==> src/design/sdi_pkg.sv <==
// Package for the strobed digital input event card: constants, offsets and carrier types
package sdi_pkg;
   // Geometry
   localparam int unsigned FIELD_W    = 16;
   localparam int unsigned NUM_FIELDS = 2;
   // Clock and timing
   localparam int unsigned CLK_HZ          = 40_000_000;
   localparam int unsigned SAMPLE_NS       = 16_000;   // Event sample period, 16 us
   localparam int unsigned SAMPLE_CYC      = (SAMPLE_NS * (CLK_HZ / 1_000_000)) / 1000;
   localparam int unsigned EXT_DLY_MIN_NS  = 2_000;    // Strobe to capture, least 2 us
   localparam int unsigned EXT_DLY_MIN_CYC = (EXT_DLY_MIN_NS * (CLK_HZ / 1_000_000) + 999) / 1000;
   localparam int unsigned READ_TIME_NS    = 42_000;   // Constant field read period
   localparam int unsigned READ_TIME_CYC   = (READ_TIME_NS * (CLK_HZ / 1_000_000)) / 1000;
   // Register offsets (8-bit address)
   localparam logic [7:0] ADDR_POINTS   = 8'h00; // Captured states, both fields
   localparam logic [7:0] ADDR_FIELD1   = 8'h04; // Captured field 1
   localparam logic [7:0] ADDR_FIELD2   = 8'h08; // Captured field 2
   localparam logic [7:0] ADDR_STATUS   = 8'h0C; // Wait-for-strobe and busy
   localparam logic [7:0] ADDR_CONFIG   = 8'h10; // Strobe mode and polarity
   localparam logic [7:0] ADDR_SENSE    = 8'h14;
   localparam logic [7:0] ADDR_OVERRIDE = 8'h18;
   localparam logic [7:0] ADDR_UNMASK   = 8'h1C;
   localparam logic [7:0] ADDR_IRQREC   = 8'h20; // Read clears
   localparam logic [7:0] ADDR_IRQEN    = 8'h24;
   localparam logic [7:0] ADDR_CMD      = 8'h28; // Write: measurement strobe / read
   // Config fields
   localparam int unsigned CFG_EXT_LSB = 0;
   localparam int unsigned CFG_POL_LSB = 8;
   // Command fields
   localparam int unsigned CMD_STROBE_LSB = 0;  // Bits 1:0, measurement strobe per field
   localparam int unsigned CMD_READ_LSB   = 4;  // Bits 5:4, read request per field
   // Reset values
   localparam logic [31:0] RST_WORD = 32'h0000_0000;
   localparam logic [1:0]  RST_WAIT = 2'h3;

   // Register bus carrier
   typedef struct packed {
      logic [7:0]  addr;
      logic [31:0] wdata;
      logic        wr;
      logic        rd;
   } sdi_bus_t;

   // Per-field read sequencer
   typedef enum logic [0:0] {RD_IDLE, RD_BUSY} sdi_rd_state_t;
endpackage

==> src/design/sdi_card.sv <==
// Strobed 32-point digital input card with transition event detection
// How it works
// 32 points, two 16-point fields, two strobes
// Strobe source chosen separately per field
// Capture fills point and field holding registers
// Level at strobe becomes stored state
// External strobe never touches event detection
// Events sampled every 16 us, undisturbed
// Measurement strobe with read, or deferred
// Status bit per field: waiting for strobe
// Unread data blocks new captures
// Compare previous and current sample
// Unmasked event sets record, raises interrupt
// Interrupt delivered only when enabled
// Record cleared by its read
// Capture 2 to 18 us after strobe
// Field read takes constant 42 us
// Sense one rising, zero falling
// Override accepts either direction
// Masked points record nothing
// Read-and-clear never loses events
// Free-running sample tick counter
// Two-stage synchronisers on strobes, points
`timescale 1ns/10ps
`default_nettype none
module sdi_card
   import sdi_pkg::*;
#(
   parameter int unsigned SAMPLE_CYCLES = SAMPLE_CYC,    // Event sample period in clocks
   parameter int unsigned READ_CYCLES   = READ_TIME_CYC  // Constant field read time in clocks
) (
   // Clock and reset
   input  wire logic                              clk_sys_in,
   input  wire logic                              nrst_in,
   // Register port
   input  wire logic [7:0]                        addr_in,
   input  wire logic [31:0]                       wdata_in,
   input  wire logic                              wr_in,
   input  wire logic                              rd_in,
   output logic      [31:0]                       rdata_out,
   // Field pins
   input  wire logic [NUM_FIELDS*FIELD_W-1:0]     point_in,
   input  wire logic [NUM_FIELDS-1:0]             ext_strobe_in,
   // Backplane interrupt and read done
   output logic                                   irq_out,
   output logic [NUM_FIELDS-1:0]                  read_done_out
);
   localparam int unsigned NP = NUM_FIELDS * FIELD_W;
   // The delay counter must hold the whole 2 us count; a narrow one wraps and captures early
   localparam int unsigned EXT_CW = $clog2(EXT_DLY_MIN_CYC + 1);

   // Bus carrier
   sdi_bus_t bus;
   assign bus = '{addr: addr_in, wdata: wdata_in, wr: wr_in, rd: rd_in};

   // Synchronisers: stage one feeds stage two only
   logic [NP-1:0]         pt_s1_q, pt_s2_q;
   logic [NUM_FIELDS-1:0] st_s1_q, st_s2_q, st_prev_q;

   // Software registers
   logic [NUM_FIELDS-1:0] ext_mode_q;        // 1 = external strobe
   logic [NUM_FIELDS-1:0] ext_pol_q;         // 1 = rising edge
   logic [NP-1:0]         sense_q;
   logic [NP-1:0]         override_q;
   logic [NP-1:0]         unmask_q;
   logic                  irq_en_q;

   // Capture path
   logic [NP-1:0]         hold_pt_q;         // Point format holding register
   logic [NP-1:0]         hold_fld_q;        // Field format holding register
   logic [NUM_FIELDS-1:0] wait_q;            // Waiting for strobe
   logic [NUM_FIELDS-1:0] ext_pend_q;        // External edge seen, capture delayed
   logic [EXT_CW-1:0]     ext_cnt_q [NUM_FIELDS];

   // Event path
   logic [15:0]           tick_cnt_q;
   logic                  tick_q;
   logic [NP-1:0]         past_q;
   logic                  past_vld_q;
   logic [NP-1:0]         irq_rec_q;
   logic                  irq_ff_q;

   // Read sequencer
   sdi_rd_state_t         rd_st_q [NUM_FIELDS];
   logic [15:0]           rd_cnt_q [NUM_FIELDS];
   logic [NUM_FIELDS-1:0] read_done_q;

   // Qualify one transition per point
   function automatic logic [NP-1:0] evt_f(input logic [NP-1:0] past, input logic [NP-1:0] now,
                                           input logic [NP-1:0] sns, input logic [NP-1:0] ovr);
      evt_f = (past ^ now) & (ovr | ~(now ^ sns));
   endfunction

   // Field slice of a 32-bit value
   function automatic logic [FIELD_W-1:0] fld_f(input logic [NP-1:0] v, input int unsigned f);
      fld_f = v[f*FIELD_W +: FIELD_W];
   endfunction

   // Decoding
   wire        wr_cfg   = bus.wr && (bus.addr == ADDR_CONFIG);
   wire        wr_sense = bus.wr && (bus.addr == ADDR_SENSE);
   wire        wr_ovr   = bus.wr && (bus.addr == ADDR_OVERRIDE);
   wire        wr_unm   = bus.wr && (bus.addr == ADDR_UNMASK);
   wire        wr_ien   = bus.wr && (bus.addr == ADDR_IRQEN);
   wire        wr_cmd   = bus.wr && (bus.addr == ADDR_CMD);
   wire        rd_rec   = bus.rd && (bus.addr == ADDR_IRQREC);
   wire        rd_pts   = bus.rd && (bus.addr == ADDR_POINTS);
   wire [NUM_FIELDS-1:0] cmd_strobe = wr_cmd ? bus.wdata[CMD_STROBE_LSB +: NUM_FIELDS] : '0;
   wire [NUM_FIELDS-1:0] cmd_read   = wr_cmd ? bus.wdata[CMD_READ_LSB +: NUM_FIELDS] : '0;
   wire [NUM_FIELDS-1:0] rd_fld     = {bus.rd && (bus.addr == ADDR_FIELD2),
                                       bus.rd && (bus.addr == ADDR_FIELD1)};

   // Edge of external strobe in selected polarity
   wire [NUM_FIELDS-1:0] st_rise = st_s2_q & ~st_prev_q;
   wire [NUM_FIELDS-1:0] st_fall = ~st_s2_q & st_prev_q;
   wire [NUM_FIELDS-1:0] st_edge = (ext_pol_q & st_rise) | (~ext_pol_q & st_fall);

   // Capture strobe per field: internal or delayed external, source per field
   logic [NUM_FIELDS-1:0] cap;
   always_comb begin
      for (int f = 0; f < NUM_FIELDS; f++) begin
         if (ext_mode_q[f]) begin
            cap[f] = ext_pend_q[f] && (ext_cnt_q[f] == EXT_CW'(EXT_DLY_MIN_CYC - 1));
         end else begin
            cap[f] = cmd_strobe[f];
         end
      end
   end
   wire [NUM_FIELDS-1:0] cap_ok = cap & wait_q;

   // Data read consumes a field: a point read empties both
   wire [NUM_FIELDS-1:0] consumed = read_done_q;

   // Event path
   wire [NP-1:0] evt     = (tick_q && past_vld_q) ? evt_f(past_q, pt_s2_q, sense_q, override_q) : '0;
   wire [NP-1:0] evt_unm = evt & unmask_q;
   wire [NP-1:0] rec_now = irq_rec_q | evt_unm;

   // Read data mux
   logic [31:0] rd_mux;
   always_comb begin
      case (bus.addr)
         ADDR_POINTS:   rd_mux = hold_pt_q;
         ADDR_FIELD1:   rd_mux = {16'h0000, fld_f(hold_fld_q, 0)};
         ADDR_FIELD2:   rd_mux = {16'h0000, fld_f(hold_fld_q, 1)};
         ADDR_STATUS:   rd_mux = {28'h000_0000, (rd_st_q[1] == RD_BUSY), (rd_st_q[0] == RD_BUSY), wait_q};
         ADDR_CONFIG:   rd_mux = {22'h00_0000, ext_pol_q, 6'h00, ext_mode_q};
         ADDR_SENSE:    rd_mux = sense_q;
         ADDR_OVERRIDE: rd_mux = override_q;
         ADDR_UNMASK:   rd_mux = unmask_q;
         ADDR_IRQREC:   rd_mux = rec_now;
         ADDR_IRQEN:    rd_mux = {31'h0000_0000, irq_en_q};
         default:       rd_mux = RST_WORD;
      endcase
   end

   // Synchronisers
   always_ff @(posedge clk_sys_in or negedge nrst_in) begin
      if (!nrst_in) begin
         pt_s1_q   <= '0;
         pt_s2_q   <= '0;
         st_s1_q   <= '0;
         st_s2_q   <= '0;
         st_prev_q <= '0;
      end else begin
         pt_s1_q   <= point_in;
         pt_s2_q   <= pt_s1_q;
         st_s1_q   <= ext_strobe_in;
         st_s2_q   <= st_s1_q;
         st_prev_q <= st_s2_q;
      end
   end

   // Software written registers
   always_ff @(posedge clk_sys_in or negedge nrst_in) begin
      if (!nrst_in) begin
         ext_mode_q <= '0;
         ext_pol_q  <= '0;
         sense_q    <= RST_WORD;
         override_q <= RST_WORD;
         unmask_q   <= RST_WORD;
         irq_en_q   <= 1'b0;
      end else begin
         if (wr_cfg) begin
            ext_mode_q <= bus.wdata[CFG_EXT_LSB +: NUM_FIELDS];
            ext_pol_q  <= bus.wdata[CFG_POL_LSB +: NUM_FIELDS];
         end
         if (wr_sense) sense_q    <= bus.wdata;
         if (wr_ovr)   override_q <= bus.wdata;
         if (wr_unm)   unmask_q   <= bus.wdata;
         if (wr_ien)   irq_en_q   <= bus.wdata[0];
      end
   end

   // Capture, wait flag and external delay per field
   always_ff @(posedge clk_sys_in or negedge nrst_in) begin
      if (!nrst_in) begin
         hold_pt_q  <= '0;
         hold_fld_q <= '0;
         wait_q     <= RST_WAIT;
         ext_pend_q <= '0;
         for (int f = 0; f < NUM_FIELDS; f++) ext_cnt_q[f] <= '0;
      end else begin
         for (int f = 0; f < NUM_FIELDS; f++) begin
            // Delay external edge; edges during delay ignored (rate bounded outside)
            if (ext_mode_q[f] && st_edge[f] && !ext_pend_q[f]) begin
               ext_pend_q[f] <= 1'b1;
               ext_cnt_q[f]  <= '0;
            end else if (ext_pend_q[f]) begin
               ext_cnt_q[f]  <= ext_cnt_q[f] + EXT_CW'(1);
               if (cap[f]) ext_pend_q[f] <= 1'b0;
            end
            if (cap_ok[f]) begin
               hold_pt_q[f*FIELD_W +: FIELD_W]  <= fld_f(pt_s2_q, f);
               hold_fld_q[f*FIELD_W +: FIELD_W] <= fld_f(pt_s2_q, f);
               wait_q[f] <= 1'b0;
            end else if (consumed[f]) begin
               wait_q[f] <= 1'b1;
            end
         end
      end
   end

   // Read sequencer: fixed period from request to done
   always_ff @(posedge clk_sys_in or negedge nrst_in) begin
      if (!nrst_in) begin
         read_done_q <= '0;
         for (int f = 0; f < NUM_FIELDS; f++) begin
            rd_st_q[f]  <= RD_IDLE;
            rd_cnt_q[f] <= '0;
         end
      end else begin
         for (int f = 0; f < NUM_FIELDS; f++) begin
            read_done_q[f] <= 1'b0;
            case (rd_st_q[f])
               RD_IDLE: begin
                  if (cmd_read[f] || rd_fld[f] || rd_pts) begin
                     rd_st_q[f]  <= RD_BUSY;
                     rd_cnt_q[f] <= '0;
                  end
               end
               RD_BUSY: begin
                  if (rd_cnt_q[f] == 16'(READ_CYCLES - 1)) begin
                     rd_st_q[f]     <= RD_IDLE;
                     read_done_q[f] <= 1'b1;
                  end else begin
                     rd_cnt_q[f] <= rd_cnt_q[f] + 16'd1;
                  end
               end
               default: rd_st_q[f] <= RD_IDLE;
            endcase
         end
      end
   end

   // Free-running sample tick; nothing on the bus can stall it
   always_ff @(posedge clk_sys_in or negedge nrst_in) begin
      if (!nrst_in) begin
         tick_cnt_q <= '0;
         tick_q     <= 1'b0;
      end else begin
         tick_q     <= (tick_cnt_q == 16'(SAMPLE_CYCLES - 1));
         tick_cnt_q <= (tick_cnt_q == 16'(SAMPLE_CYCLES - 1)) ? '0 : tick_cnt_q + 16'd1;
      end
   end

   // Event detection on raw points, independent of strobes
   always_ff @(posedge clk_sys_in or negedge nrst_in) begin
      if (!nrst_in) begin
         past_q     <= '0;
         past_vld_q <= 1'b0;
         irq_rec_q  <= '0;
         irq_ff_q   <= 1'b0;
      end else begin
         if (tick_q) begin
            past_q     <= pt_s2_q;
            past_vld_q <= 1'b1;
         end
         // Read returns rec_now, so only events after this cycle remain
         if (rd_rec) begin
            irq_rec_q <= '0;
            irq_ff_q  <= 1'b0;
         end else begin
            irq_rec_q <= rec_now;
            if ((evt_unm & ~irq_rec_q) != '0) irq_ff_q <= 1'b1;
         end
      end
   end

   // Registered outputs
   always_ff @(posedge clk_sys_in or negedge nrst_in) begin
      if (!nrst_in) begin
         rdata_out     <= '0;
         irq_out       <= 1'b0;
         read_done_out <= '0;
      end else begin
         rdata_out     <= rd_mux;
         irq_out       <= irq_ff_q && irq_en_q && !rd_rec;
         read_done_out <= read_done_q;
      end
   end
endmodule
`default_nettype wire

==> config.mk <==
export PLATFORM = sky130hd
export DESIGN_NAME = sdi_card
export DESIGN_NICKNAME = d
export VERILOG_FILES = /design/src/design/sdi_pkg.sv /design/src/design/sdi_card.sv
export SDC_FILE = /design/constraint.sdc
export NUM_CORES = 1
export LEC_CHECK = 0
export BUFFER_PORTS_ARGS = -buffer_cell sky130_fd_sc_hd__buf_4
export CAP_MARGIN = 10
export CORE_MARGIN = 2
export CORE_UTILIZATION = 62
export DETAILED_ROUTE_END_ITERATION = 16
export PLACE_DENSITY = 0.89
export SLEW_MARGIN = 5
export SYNTH_ARGS = -nofsm -noshare
export SYNTH_HDL_FRONTEND = slang
export SYNTH_SLANG_ARGS = --single-unit
==> constraint.sdc <==
create_clock -name clk_sys_in -period 4.3 [get_ports clk_sys_in]
set_input_delay 0.215 -clock clk_sys_in [delete_from_list [all_inputs] [get_ports clk_sys_in]]
set_output_delay 0.215 -clock clk_sys_in [all_outputs]
set_load 0.005 [all_outputs]
---- Yosys cells after proc, flatten, opt, wreduce, memory -nomap -nowiden ----
Index checks and enable logic that the tools add are counted.
word-level totals
  bits in read-only memories .............. 0
  bits in writable memories ............... 0
  output and inout port bits .............. 35
  memories kept ........................... 0
  logic and storage cells ................. 151
  bits in latches ......................... 0
  flip-flop bits (word level) ............. 375
operators by class
  reductions and logical operators ........ 35
  multiply operators ...................... 0
  mux-type cells .......................... 40
  shift-type cells ........................ 0
  equality and inequality tests ........... 19
  divide/modulo/power cells ............... 0
  order comparisons ....................... 0
  add/subtract/negate cells ............... 5
  bitwise operators ....................... 20
operator list
  cell                     count
  $pmux W32 S10            1
  $and A32 B32 Y32         3
  $mux W16                 5
  $mux W32                 2
  $not A32 Y32             2
  $or A32 B32 Y32          2
  $pmux W16 S2             2
  $xor A32 B32 Y32         2
  $add A16 B1 Y16 const B  3
  $eq A16 B11 Y1 const B   2
  $eq A8 B5 Y1 const B     4
  $reduce_bool A32 Y1      1
  $mux W7                  4
  $eq A8 B6 Y1 const B     3
  $mux W1                  22
  $logic_and A1 B1 Y1      19
  $eq A16 B10 Y1 const B   1
  $eq A8 B4 Y1 const B     2
  $add A7 B1 Y7 const B    2
  $eq A7 B7 Y1 const B     2
  $and A2 B2 Y2            5
  $reduce_bool A2 Y1       5
  $eq A8 B3 Y1 const B     1
  $logic_not A8 Y1         1
  other kinds (9)          23

---- Logic depth before layout (Yosys ltp) ----
  depth in word-level cells ............... 10
  depth in mapped cells ................... 8

---- Worst setup path before layout ----
Ideal clock, no wire load.
  path kind ............................... flip-flop to flip-flop
  start point ............................. register ext_cnt_q[0] (netlist name)
  end point ............................... register hold_fld_q[21]
  path slack .............................. 2.221 ns
  period minus slack after synthesis ...... 2.079 ns
  library setup time ...................... 0.125 ns
  arrival ................................. 1.954 ns
  stages on the path, launching flop included .. 9
  path buffers ............................ 2
  path through ............................ dfrtp_1 > ha_1 > nand4_2 > or4_1 > o21ai_2 > and2_1 > buf_6 > buf_12 > mux2_4
on the way
  longest elaborated chain between the ends .. 4
RTL lines
  element                            RTL line         RTL
  from (decl)                        sdi_card.sv:73   logic [EXT_CW-1:0] ext_cnt_q [NUM_FIELDS];
  from (signal, indexed assignment)  sdi_card.sv:210  ext_cnt_q[f] <= ext_cnt_q[f] + EXT_CW'(1);
  $eq A7 B7 Y1                       sdi_card.sv:123  cap[f] = ext_pend_q[f] && (ext_cnt_q[f] == EXT_CW'(EXT_DLY_MIN_CYC - 1));
  $logic_and A1 B1 Y1                sdi_card.sv:123
  $mux W1                            sdi_card.sv:122  if (ext_mode_q[f]) begin
  $and A2 B2 Y2                      sdi_card.sv:129  wire [NUM_FIELDS-1:0] cap_ok = cap & wait_q;
  to (signal, indexed assignment)    sdi_card.sv:215  hold_fld_q[f*FIELD_W +: FIELD_W] <= fld_f(pt_s2_q, f);
  to (decl)                          sdi_card.sv:70   logic [NP-1:0] hold_fld_q;
No other way between the ends.
A chain may end at the register's enable or synchronous reset.

---- Worst setup path after layout ----
  start point ............................. register ext_pend_q[1]
  end point ............................... register hold_fld_q[17]
on the way
  longest elaborated chain between the ends .. 3
RTL lines
  element                            RTL line         RTL
  from (decl)                        sdi_card.sv:72   logic [NUM_FIELDS-1:0] ext_pend_q;
  from (signal assigned)             sdi_card.sv:201  ext_pend_q <= '0;
  from (signal, indexed assignment)  sdi_card.sv:207  ext_pend_q[f] <= 1'b1;
  from (signal, indexed assignment)  sdi_card.sv:211  if (cap[f]) ext_pend_q[f] <= 1'b0;
  $logic_and A1 B1 Y1                sdi_card.sv:123
  $mux W1                            sdi_card.sv:122
  $and A2 B2 Y2                      sdi_card.sv:129
No other way between the ends.

==> key figures <==
Clock tree
  • Postcts setup bufs: 0
  • Clock Sinks: 375
  • Cts repair resizes: 0
  • CTS Buf Count: 38
  • CTS tree: built
  • Worst skew pair latency: 0.53 ns
  • Clock tree buffer depth: 3
  • Hold buffer count at cts: between 60 and 70
  • Worst-path clk slew: about 0.06 ns
  • H-tree depth: 2
  • Root Driver: clkbuf_16

Cells and area
  • Nets: ~1500
  • # fillers: 1503
  • Area grow syn2layout: 19.45%
  • Final instance area: about 19000 um2
  • Layout cells sized above 1: approximately 25%
  • Commonest cells after routing, fill and taps aside: 373 x dfrtp_1, 153 x mux2_2, 124 x buf_4
  • Ant. Diodes: 0
  • Commonest non-fill, non-tap cell in the layout: dfrtp_1

Setup path
  • WS Path Type: reg -> reg
  • Data arrival, critical path: 3.37 ns
  • Crit. End Element: register
  • Crit start category: register
  • Critical Path RT: between 4 and 5 ns
  • CP max stage cell: and2_1
  • Worst path cell trace: nand4_2 -> or4_1 -> o21ai_2 -> and2_1 -> mux2_2
  • Critical-path maximum fanout: 16
  • Slowest stage delay, CP: about 0.90 ns

Route
  • Final antenna-violating net count: 0
  • DR WL/cell: around 22 um
  • Routed met3 length: ~3.8 mm
  • Routed WL: ~40 mm
  • Number of remaining DRC errors: 0
  • Max Used Layer: met4
  • Vias per cell: approximately 6.5
  • WL met2: approximately 20 mm
  • Number of DRC markers in iteration 0: 1308
  • Met1 WL: between 10 and 15 mm
  • First drt pass iteration count: 11
  • Vias: around 12000

Die
  • Core area: 25040 um2
  • Initial Utilization: a little over three fifths
  • Die area: between 20000 and 30000 um2
  • Rows: 58
  • Die Ht: roughly 160 um
  • Die width: 163.3 um
  • Ports: 113

Pwr
  • Worst vdd ir: about 400 uV
  • Internal power: a little over 6000 uW
  • PD cells: between 400 and 500 nW/um2
  • Switching pwr: 1973 uW
  • Clock share of power: 42.3%
  • Net Sw Frac: ~24%
  • Leak: ~0.0086 uW
  • Flop pwr share: around 49%
  • Comb power frac: 8.4%

Placement
  • # port buffers: about 110
  • Post-detail-place hpwl: 24.11 mm
  • Pre-CTS setup slack: approximately 1.3 ns
  • Routability Congestion: 0.8694
  • Area after DPL: between 15000 and 20000 um2

STA
  • Setup TNS: 0 ns
  • Setup WS post-layout: roughly 1.3 ns
  • Final Cycle Share: 69.14%
  • Clk_skew: between 0.02 and 0.025 ns
  • Final Critical Period: slightly below 3 ns
  • RSZ-0062 raised after global routing: no
  • Final hold slack: around 0.11 ns
  • Worst rel slew slack: 25.41%
  • Endpoints failing setup: 0
  • Worst-Margin Slew: approximately 1.1 ns
  • Final Hold Vio Count: 0
  • Fmax: 336.4 MHz
  • Max-slew violation count: 0

Synth
  • Syn avg cell area: approximately 13 um2
  • Cell Area, Synth: 15730 um2
  • Top_reg_cell synth: dfrtp_1
  • Seq cells post-synth: 375
  • Syn Nets: approximately 1300
  • Asr flop ratio synth: 100.0%
  • Ys Warns: 0
  • Netlist cell types: 58
  • Register area share after synthesis: approximately three fifths
  • Mapped Cells: around 1300
  • Number of flops mapped to enable cells by yosys: 0

Global routing
  • Initial antenna violation count: 0
  • Largest net degree at the start of global routing: around 100
  • Congestion Overflow GR: 0
  • Vias in the first global route: 12230
  • First-pass GRT wire length: ~64 mm
  • GRT Total Usage: a little under a third

Hold path
  • Worst hold path type: in -> reg

Outcome
  • Run status: finished, final reports clean

Flow run
  • Max_cap viols: 0
state kept, by name, summed over array words and instances (netlist names), 14 cells and up:
signal,flops
rd_cnt_q,32
irq_rec_q,32
ext_cnt_q,14
pt_s1_q,32
tick_cnt_q,16
override_q,32
unmask_q,32
past_q,32
sense_q,32
rdata_out,32
pt_s2_q,32
hold_fld_q,32
critical path, delay by kind of cell, from the launching register on:
family / cells / cell delay [ns]
compound gates: 1 / 0.12
flops: 1 / 0.58
mux: 1 / 0.43
simple gates: 3 / 1.72
final cells by class:
cell class | count | area [um2] | share of cell area [%]
sequential | 375 | 9387 | 49.97
multi-input combinational | 804 | 5977 | 31.82
timing repair buffer | 193 | 1637 | 8.713
clock buffer | 55 | 1116 | 5.942
tap | 330 | 412.9 | 2.198
clock inverter | 14 | 201.4 | 1.072
inverter | 14 | 52.55 | 0.2798
Yosys cell counts (8+ instances only):
cell      instances  area, um2
clkbuf_1         24      90.09
o21ai_0          56      280.3
o22ai_1          36      225.2
and3_1           15      93.84
o211ai_1         31      232.7
nor2_1           71      266.5
nand2_1          57      214.0
a31oi_1          34      212.7
nand2b_1         35      219.0
mux2_2          153       1723
nor2b_1          38      237.7
nand4b_1         18      157.7
nand4_1          15      93.84
mux2i_1           8      80.08
nand3_1          42      210.2
inv_1            14      52.55
and2_1           10      62.56
dfrtp_1         373       9334
xor2_1           18      157.7
nor4_1            9      56.30
a21oi_1          15      75.07
a222oi_1         29      290.3
buf_2            28      140.1
a22oi_1          19      142.6
mux2_4           10      150.1
xnor2_1          23      201.4
worst paths after layout:
kind / startpoint / to / slack, ns / cells after the start
worst max register to register: ext_pend_q[1] / hold_fld_q[17] / 1.33 / 5
worst min register to register: pt_s1_q[6] / pt_s2_q[6] / 0.33 / 0
max in group asynchronous: nrst_in / pt_s2_q[28] / 2.69 / 3
worst min-delay path: addr_in[2] / rdata_out[0] / 0.11 / 3
worst max-delay path: ext_pend_q[1] / hold_fld_q[17] / 1.33 / 5
min in group asynchronous: nrst_in / pt_s1_q[11] / 0.31 / 2
per-stage QoR:
| stage | total power, uW | cells | utilization (%) |
|---|---|---|---|
| 3_5_place_dp | 4705 | 1649 | 67.08 |
| 5_1_grt | 8495 | 1785 | 75.02 |
| 2_1_floorplan | 4407 | 1253 | - |
| 4_1_cts | 8211 | 1785 | 75.02 |
| 6_report | 8195 | 1785 | 75.02 |
| 3_3_place_gp | 4640 | 1649 | 67.08 |
cells by family after synthesis:
kind of cell	share of synthesized area, %
AO/OA/AOI/OAI	10.57
XOR/XNOR	2.284
adder cells (fa/ha/maj)	0.3978
buffers and inverters	2.315
flip-flops	59.69
multiplexers	12.78
AND/OR/NAND/NOR	11.96
metal layers:
metal / global-route usage, % / vias to the layer above
met4: 17.78 / 0
li1: - / 4978
met1: 38.13 / 5795
met5: 0 / -
met2: 51.17 / 695
met3: 6.247 / 176
power groups by stage:
stage	clock network [uW]	registers, uW	logic, uW
after CTS	3500	4020	690
after detailed placement	0	4080	630
final	3470	4040	688
after floorplan	0	3990	413
after global placement	0	4060	585
after global routing	3650	4070	784
Note: power is estimated with default switching activity, not from simulation.
